File: config.mk
export PLATFORM = sky130hd
export DESIGN_NAME = kms_scanner
export DESIGN_NICKNAME = d
export VERILOG_FILES = /design/src/rtl/kms_pkg.sv /design/src/rtl/kms_line_if.sv /design/src/rtl/kms_line_sync.sv /design/src/rtl/kms_scanner.sv
export SDC_FILE = /design/constraint.sdc
export NUM_CORES = 1
export LEC_CHECK = 0
export ABC_AREA = 1
export BUFFER_PORTS_ARGS = -buffer_cell sky130_fd_sc_hd__buf_2
export CORE_MARGIN = 1.5
export CORE_UTILIZATION = 60
export DETAILED_ROUTE_END_ITERATION = 8
export PLACE_DENSITY = 0.82
export SYNTH_ARGS = -nofsm -noshare
export SYNTH_HDL_FRONTEND = slang
export SYNTH_SLANG_ARGS = --single-unit
File: constraint.sdc
create_clock -name mclk_i -period 2.8 [get_ports mclk_i]
set_clock_uncertainty 0.2 [all_clocks]
set_input_delay 0.14 -clock mclk_i [delete_from_list [all_inputs] [get_ports mclk_i]]
set_output_delay 0.14 -clock mclk_i [all_outputs]
set_load 0.01 [all_outputs]
File: src/rtl/kms_pkg.sv
// Purpose: shared constants and types for the key matrix scanner
// Assumes: 100 MHz mclk_i
// Notes:   key bit n-1 is front-panel key n for keys 1..18, bit 18 is key 21
package kms_pkg;

    // ----------------------------------------------------------------
    // sizes
    // ----------------------------------------------------------------
    localparam int          KMS_LINES     = 6;
    localparam int          KMS_KEYS      = 19;
    localparam int          KMS_KEY_IDX_W = 5;
    localparam int          KMS_CNT_W     = 8;

    // ----------------------------------------------------------------
    // timing
    // ----------------------------------------------------------------
    localparam int          KMS_CLK_PERIOD_NS = 10;
    // least time for the pulled-up lines to settle after a strobe change
    localparam int          KMS_SETTLE_NS     = 100;
    localparam int          KMS_SETTLE_CYC    =
        (KMS_SETTLE_NS + KMS_CLK_PERIOD_NS - 1) / KMS_CLK_PERIOD_NS;
    // edges from pin change to stable value, plus one for the strobe flop
    localparam int          KMS_MIN_SETTLE    = 5;

    // ----------------------------------------------------------------
    // reset values and codes
    // ----------------------------------------------------------------
    localparam logic [5:0]  KMS_LINES_IDLE = 6'h3f;
    localparam logic [18:0] KMS_KEYS_NONE  = 19'h00000;
    localparam logic [4:0]  KMS_NO_KEY     = 5'h1f;

    typedef enum logic [2:0] {
        KMS_STEP_1 = 3'b000,
        KMS_STEP_2 = 3'b001,
        KMS_STEP_3 = 3'b010,
        KMS_STEP_4 = 3'b011,
        KMS_STEP_5 = 3'b100,
        KMS_STEP_6 = 3'b101
    } kms_step_type;

endpackage : kms_pkg

File: src/rtl/kms_line_if.sv
// Purpose: carries raw and settled key line levels between scanner parts
// Assumes: one clock domain on the user side
// Notes:   bit k is key_line_(k+1)
`timescale 1ns/100ps
`default_nettype none

interface kms_line_if;
    logic [5:0] raw;
    logic [5:0] stable;

    modport syncer (input raw, output stable);
    modport user   (output raw, input stable);
endinterface : kms_line_if

`default_nettype wire

File: src/rtl/kms_line_sync.sv
// Purpose: three-flop synchroniser with agreement filter for key lines
// Assumes: raw lines come from pins, outside the clock domain
// Notes:   stable bit follows only once stages two and three agree
`timescale 1ns/100ps
`default_nettype none

module kms_line_sync
    import kms_pkg::*;
(
    // clock, reset, enable
    input  wire logic    mclk_i,
    input  wire logic    sys_rst_i,
    input  wire logic    ce_i,
    // lines
    kms_line_if.syncer   lines
);

    typedef struct packed {
        logic [5:0] s1;
        logic [5:0] s2;
        logic [5:0] s3;
        logic [5:0] stable;
    } kms_sync_type;

    kms_sync_type st_r;
    kms_sync_type st_nxt;

    // --------------------------------------------------------------
    // next state
    // --------------------------------------------------------------
    always_comb begin
        st_nxt        = st_r;
        st_nxt.s1     = lines.raw;
        st_nxt.s2     = st_r.s1;
        st_nxt.s3     = st_r.s2;
        // a bit moves only where the two late stages agree
        st_nxt.stable = (st_r.s3 & ~(st_r.s2 ^ st_r.s3))
                      | (st_r.stable & (st_r.s2 ^ st_r.s3));
    end

    // --------------------------------------------------------------
    // registers
    // --------------------------------------------------------------
    always_ff @(posedge mclk_i) begin
        if (sys_rst_i) begin
            st_r <= '{KMS_LINES_IDLE, KMS_LINES_IDLE,
                      KMS_LINES_IDLE, KMS_LINES_IDLE};
        end else if (ce_i) begin
            st_r <= st_nxt;
        end
    end

    assign lines.stable = st_r.stable;

endmodule : kms_line_sync

`default_nettype wire

File: src/rtl/kms_scanner.sv
// Purpose: six-step scanner for a 19-key passive front-panel matrix
// Assumes: lines pulled up externally, keys short lines together or to ground
// Notes:   key_down_o refreshes once per full six-step pass
`timescale 1ns/100ps
`default_nettype none

module kms_scanner
    import kms_pkg::*;
#(
    parameter int SETTLE_CYC = KMS_SETTLE_CYC
)(
    // clock, reset, enable
    input  wire logic                 mclk_i,
    input  wire logic                 sys_rst_i,
    input  wire logic                 ce_i,
    // key lines, bit k is key_line_(k+1)
    input  wire logic [KMS_LINES-1:0] key_line_i,
    output logic      [KMS_LINES-1:0] key_line_o,
    output logic      [KMS_LINES-1:0] key_line_oe_n_o,
    // results
    output logic      [KMS_KEYS-1:0]  key_down_o,
    output logic                      scan_done_o,
    output logic      [2:0]           scan_step_o
);

    // --------------------------------------------------------------
    // elaboration checks
    // --------------------------------------------------------------
    if (SETTLE_CYC < KMS_MIN_SETTLE || SETTLE_CYC > 255) begin : g_chk
        $error("SETTLE_CYC out of range");
    end

    localparam logic [KMS_CNT_W-1:0] SETTLE_LAST =
        KMS_CNT_W'(SETTLE_CYC - 1);

    // --------------------------------------------------------------
    // key decode: step and line bit to key bit
    // --------------------------------------------------------------
    // each strobe column up to step four holds one key fewer; step five holds none, step six one
    function automatic logic [KMS_KEY_IDX_W-1:0] key_index(
        input kms_step_type step,
        input int unsigned  bitn
    );
        logic [KMS_KEY_IDX_W-1:0] idx;
        idx = KMS_NO_KEY;
        unique case (step)
            KMS_STEP_1: begin
                case (bitn)
                    5: idx = 5'h07;
                    4: idx = 5'h10;
                    3: idx = 5'h09;
                    2: idx = 5'h0b;
                    1: idx = 5'h11;
                    0: idx = 5'h0c;
                    default: idx = KMS_NO_KEY;
                endcase
            end
            KMS_STEP_2: begin
                case (bitn)
                    5: idx = 5'h00;
                    4: idx = 5'h01;
                    3: idx = 5'h02;
                    2: idx = 5'h03;
                    1: idx = 5'h0a;
                    default: idx = KMS_NO_KEY;
                endcase
            end
            KMS_STEP_3: begin
                case (bitn)
                    5: idx = 5'h06;
                    4: idx = 5'h08;
                    3: idx = 5'h04;
                    2: idx = 5'h05;
                    default: idx = KMS_NO_KEY;
                endcase
            end
            KMS_STEP_4: begin
                case (bitn)
                    5: idx = 5'h0d;
                    4: idx = 5'h0e;
                    3: idx = 5'h0f;
                    default: idx = KMS_NO_KEY;
                endcase
            end
            KMS_STEP_5: idx = KMS_NO_KEY;
            KMS_STEP_6: begin
                if (bitn == 5) begin
                    idx = 5'h12;
                end
            end
            default: idx = KMS_NO_KEY;
        endcase
        return idx;
    endfunction : key_index

    // --------------------------------------------------------------
    // line synchroniser
    // --------------------------------------------------------------
    kms_line_if lines ();

    assign lines.raw = key_line_i;

    kms_line_sync u_sync (
        .mclk_i    (mclk_i),
        .sys_rst_i (sys_rst_i),
        .ce_i      (ce_i),
        .lines     (lines)
    );

    // --------------------------------------------------------------
    // state
    // --------------------------------------------------------------
    typedef struct packed {
        kms_step_type           step;
        logic [KMS_CNT_W-1:0]   cnt;
        logic [KMS_KEYS-1:0]    acc;
        logic [KMS_KEYS-1:0]    keys;
        logic                   done;
        logic [KMS_LINES-1:0]   oe_n;
    } kms_state_type;

    kms_state_type st_r;
    kms_state_type st_nxt;

    always_comb begin
        logic [KMS_KEY_IDX_W-1:0] idx;
        logic [KMS_KEYS-1:0]      hit;
        kms_step_type             nstep;
        idx   = KMS_NO_KEY;
        hit   = KMS_KEYS_NONE;
        nstep = st_r.step;
        st_nxt      = st_r;
        st_nxt.done = 1'b0;
        // only lines at or above the step number are sensed
        for (int unsigned b = 0; b < KMS_LINES; b++) begin
            idx = key_index(st_r.step, b);
            // released lines read one; low means a closed key
            if (b >= 32'(st_r.step) && idx != KMS_NO_KEY
                    && !lines.stable[b]) begin
                hit[idx] = 1'b1;
            end
        end
        if (st_r.cnt != SETTLE_LAST) begin
            st_nxt.cnt = st_r.cnt + 1'b1;
        end else begin
            // sample once per step, after the lines have settled
            st_nxt.cnt = '0;
            unique case (st_r.step)
                KMS_STEP_1: nstep = KMS_STEP_2;
                KMS_STEP_2: nstep = KMS_STEP_3;
                KMS_STEP_3: nstep = KMS_STEP_4;
                KMS_STEP_4: nstep = KMS_STEP_5;
                KMS_STEP_5: nstep = KMS_STEP_6;
                KMS_STEP_6: nstep = KMS_STEP_1;
                default:    nstep = KMS_STEP_1;
            endcase
            st_nxt.step = nstep;
            if (st_r.step == KMS_STEP_6) begin
                // publish the whole pass at once
                st_nxt.keys = st_r.acc | hit;
                st_nxt.acc  = KMS_KEYS_NONE;
                st_nxt.done = 1'b1;
            end else begin
                st_nxt.acc  = st_r.acc | hit;
            end
            // step one: all inputs; else one strobe low
            if (nstep == KMS_STEP_1) begin
                st_nxt.oe_n = KMS_LINES_IDLE;
            end else begin
                st_nxt.oe_n = ~(KMS_LINES'(1) << (32'(nstep) - 1));
            end
        end
    end

    // --------------------------------------------------------------
    // registers
    // --------------------------------------------------------------
    always_ff @(posedge mclk_i) begin
        if (sys_rst_i) begin
            st_r <= '{KMS_STEP_1, '0, KMS_KEYS_NONE, KMS_KEYS_NONE,
                      1'b0, KMS_LINES_IDLE};
        end else if (ce_i) begin
            st_r <= st_nxt;
        end
    end

    // --------------------------------------------------------------
    // outputs
    // --------------------------------------------------------------
    // strobes only ever pull low; high comes from the pull-ups
    assign key_line_o      = '0;
    assign key_line_oe_n_o = st_r.oe_n;
    assign key_down_o      = st_r.keys;
    assign scan_done_o     = st_r.done;
    assign scan_step_o     = st_r.step;

endmodule : kms_scanner

`default_nettype wire

==> metrics.md <==
| Metric | Value |
|---|---|
| Status | `finished clean` |
| Syn Area/Cell | `approximately 7.4 sq um` |
| Mapped cell area | `0.00352 sq mm` |
| IO Count | `44` |
| Root Driver | `clkbuf_8` |
| Worst-Margin Slew | `between 400 and 500 ps` |
| Pwr Density | `535 mW/mm^2` |
| WL/cell | `about 11 um` |
| DR vias/cell | `~5.1` |
| Worst-Skew Late Latency | `350 ps` |
| GRT Util Overall | `about 22%` |
| Hpwl dp | `around 4.2 mm` |
| Final setup TNS | `0 ps` |
| CP arrival | `between 2000 and 2500 ps` |
| Startpoint Class | `register` |
| Clock Tree Buf Depth | `2` |
| Crit path capture type | `register` |
| Final Max Slew Viols | `0` |
| Syn Inst Count | `about 480` |
| Worst path bufs/invs | `2` |
| Setup Fix Bufs, Post-CTS | `0` |
| Starting DRT DRC Count | `approximately 120` |
| First-pass GRT wire length | `10.6 mm` |
| WL final | `approximately 6.2 mm` |
| Yosys cell types | `33` |
| Min-delay worst type | `in2reg` |
| Period utilization | `~73%` |
| Hold buffers post-CTS | `7` |
| Layout area overhead | `5.76%` |
| FMAX | `between 0.4 and 0.5 GHz` |
| Final Power | `~2.0 mW` |
| Post-CTS sizing | `0` |
| Die width | `just under 80 um` |
| Crit path cell chain | `inv_1 > nand2_1 > nand3_1 > ha_1 > inv_1 > nor2_1 > nand2_1 > nor2_1 > a21oi_1` |
| Fraction of layout instances using a drive strength above 1 | `between 10 and 15%` |
| Min Tclk post-route | `about 2000 ps` |
| Initial antenna violation count | `0` |
| CP max stage cell | `dfxtp_1` |
| Synth warnings | `0` |
| CTS sink cnt | `80` |
| Post-DRT Antenna Nets | `0` |
| Die area | `roughly 0.0063 sq mm` |
| Synth area leaders | `dfxtp_1, nor2_1, buf_4` |
| Max cap viols | `0` |
| RSZ-0062 raised after global routing | `no` |
| H-tree depth | `3` |
| Crit-path max cell delay | `~440 ps` |
| Starting Density | `between 60% and 70%` |
| Reg clk slew, reported paths | `approximately 80 ps` |
| Layout Nets | `between 400 and 500` |
| GRT overflow | `0` |
| Rel. slew slack | `between 60% and 70%` |
| Core area | `roughly 0.0056 sq mm` |
| Setup CP Type | `reg2reg` |
| Initial DRT Pass Iterations | `5` |
| Synth area leader | `dfxtp_1` |
| Max IR drop VDD | `0.000298 V` |
| Vias | `2857` |
| Vias in the first global route | `about 2500` |
| Chip Height | `about 80 um` |
| Worst endpoint required time | `around 2800 ps` |
| I/O Buffers | `37` |
| TritonCTS Buffers | `9` |
| Area share of the largest cell type after synthesis | `45.5%` |
| Final-report setup violation count | `0` |
| # diodes | `0` |
| Crit path max-delay family | `simple AND/OR/NAND/NOR gates` |
| Leakage power | `between 1.5 and 2 nW` |
| Final hold violations | `0` |
| Seq/Total Area, Yosys | `45.5%` |
| DRC Markers | `0` |
| Worst Path Max Fanout | `8` |
| RePlAce Congestion | `0.906` |
| Row count | `27` |
| Yosys reg bits | `80` |
| Hold Worst Slack | `slightly above 80 ps` |
| Largest net degree at the start of global routing | `46` |
| CTS tree | `done` |
==> synthesized netlist by cell type <==
master      n
a211oi_1    1
a21oi_1    25
buf_1       2
buf_2       3
buf_4      38
buf_6       1
clkbuf_1    8
clkinv_1    1
conb_1      1
dfxtp_1    80
ha_1        4
inv_1      29
inv_2       2
nand2_1    75
nand2_2     4
nand2_4     1
nand3_1    31
nand3_2     1
nand3b_1    1
nand4_1     1
nor2_1    105
nor2_2      1
nor2_4      2
nor3_1      5
nor3b_1     1
o211ai_1    6
o21ai_0    25
o21ai_1     4
o21bai_1    9
o22ai_1     2
or2_1       2
or2_2       3
xor2_1      1
==> tightest hold or removal path, cell delays in order <==
cell,delay (ps)
buf_2,260
nand2_1,110
nand3_1,60
==> where the power goes <==
| group | internal (mW) | leakage (nW) | switching (mW) |
|---|---|---|---|
| Sequential | 1.16 | 0.650 | 0.0163 |
| Combinational | 0.0346 | 1.01 | 0.0581 |
| Clock | 0.321 | 0.0793 | 0.401 |
==> registers in the layout (all words and copies together), names as in the netlist, named ones only <==
name             count
key_down_o          19
key_line_oe_n_o      6
scan_done_o          1
scan_step_o          3
st_r                27
u_sync.st_nxt       12
u_sync.st_r          6
==> worst paths after layout <==
path	start	to	slack, ps	cells after the start
worst min register to register	st_r[44]	st_r[44]	240	2
worst max register to register	scan_step_o[2]	key_line_oe_n_o[0]	760	9
worst max-delay path	scan_step_o[2]	key_line_oe_n_o[0]	760	9
worst min-delay path	ce_i	u_sync.st_nxt[8]	80	3
==> metrics by stage <==
| step | std cells | instance area (sq um) | util (%) | worst slack, ps |
|---|---|---|---|---|
| detailed placement | 540 | 3490 | 62.6 | 755 |
| global placement | 540 | 3490 | 62.6 | 879 |
| global route | 563 | 3720 | 66.8 | 574 |
| CTS | 563 | 3720 | 66.8 | 743 |
| floorplan | 480 | 3540 | - | 1020 |
| finish | 563 | 3720 | 66.8 | 758 |
==> cells by family after synthesis <==
kind of cell	synth area share (%)
AOI/OAI and AO/OA	11.4
xor gates and xnor gates	0.249
adders and majority gates	1.42
buffers and inverters	13.3
DFF	45.5
other	0.107
and+or+nand+nor	27.9
==> cell usage in the layout, fill, tap and decap left out <==
cell type and count:
nor2_1 105, dfxtp_1 80, nand2_1 75, buf_2 37
nand3_1 31, inv_1 29, o21ai_0 25, a21oi_1 25
o21bai_1 9, clkbuf_8 9, dlygate4sd3_1 7, o211ai_1 6
conb_1 6, nor3_1 5, nand2_2 4, o21ai_1 4
ha_1 4, or2_2 3, buf_4 3, nor2_4 2
inv_2 2, o22ai_1 2, or2_1 2, clkinv_2 2
clkinvlp_4 2, clkbuf_1 2, nor2_2 1, nand3_2 1
nand3b_1 1, nand2_4 1, clkinv_1 1, nand4_1 1
xor2_1 1, nor3b_1 1, a211oi_1 1, clkinv_4 1
==> layer usage <==
layer	vias up	wire [um]	track usage, %
met2	76	2730	34.6
met3	14	332	4.34
met1	1272	3010	27.3
met4	0	164	12.8
met5	-	0	0
li1	1495	-	-
==> cell type report <==
cell class | instances | area (sq um)
inverters | 32 | 120
clock inverters | 5 | 33.8
fillers | 475 | 1850
well taps | 72 | 90.1
flip-flops and latches | 80 | 1600
repair buffers | 47 | 278
multi-input cells | 316 | 1470
clock buffers | 11 | 131
(Power assumes the default switching activity.)
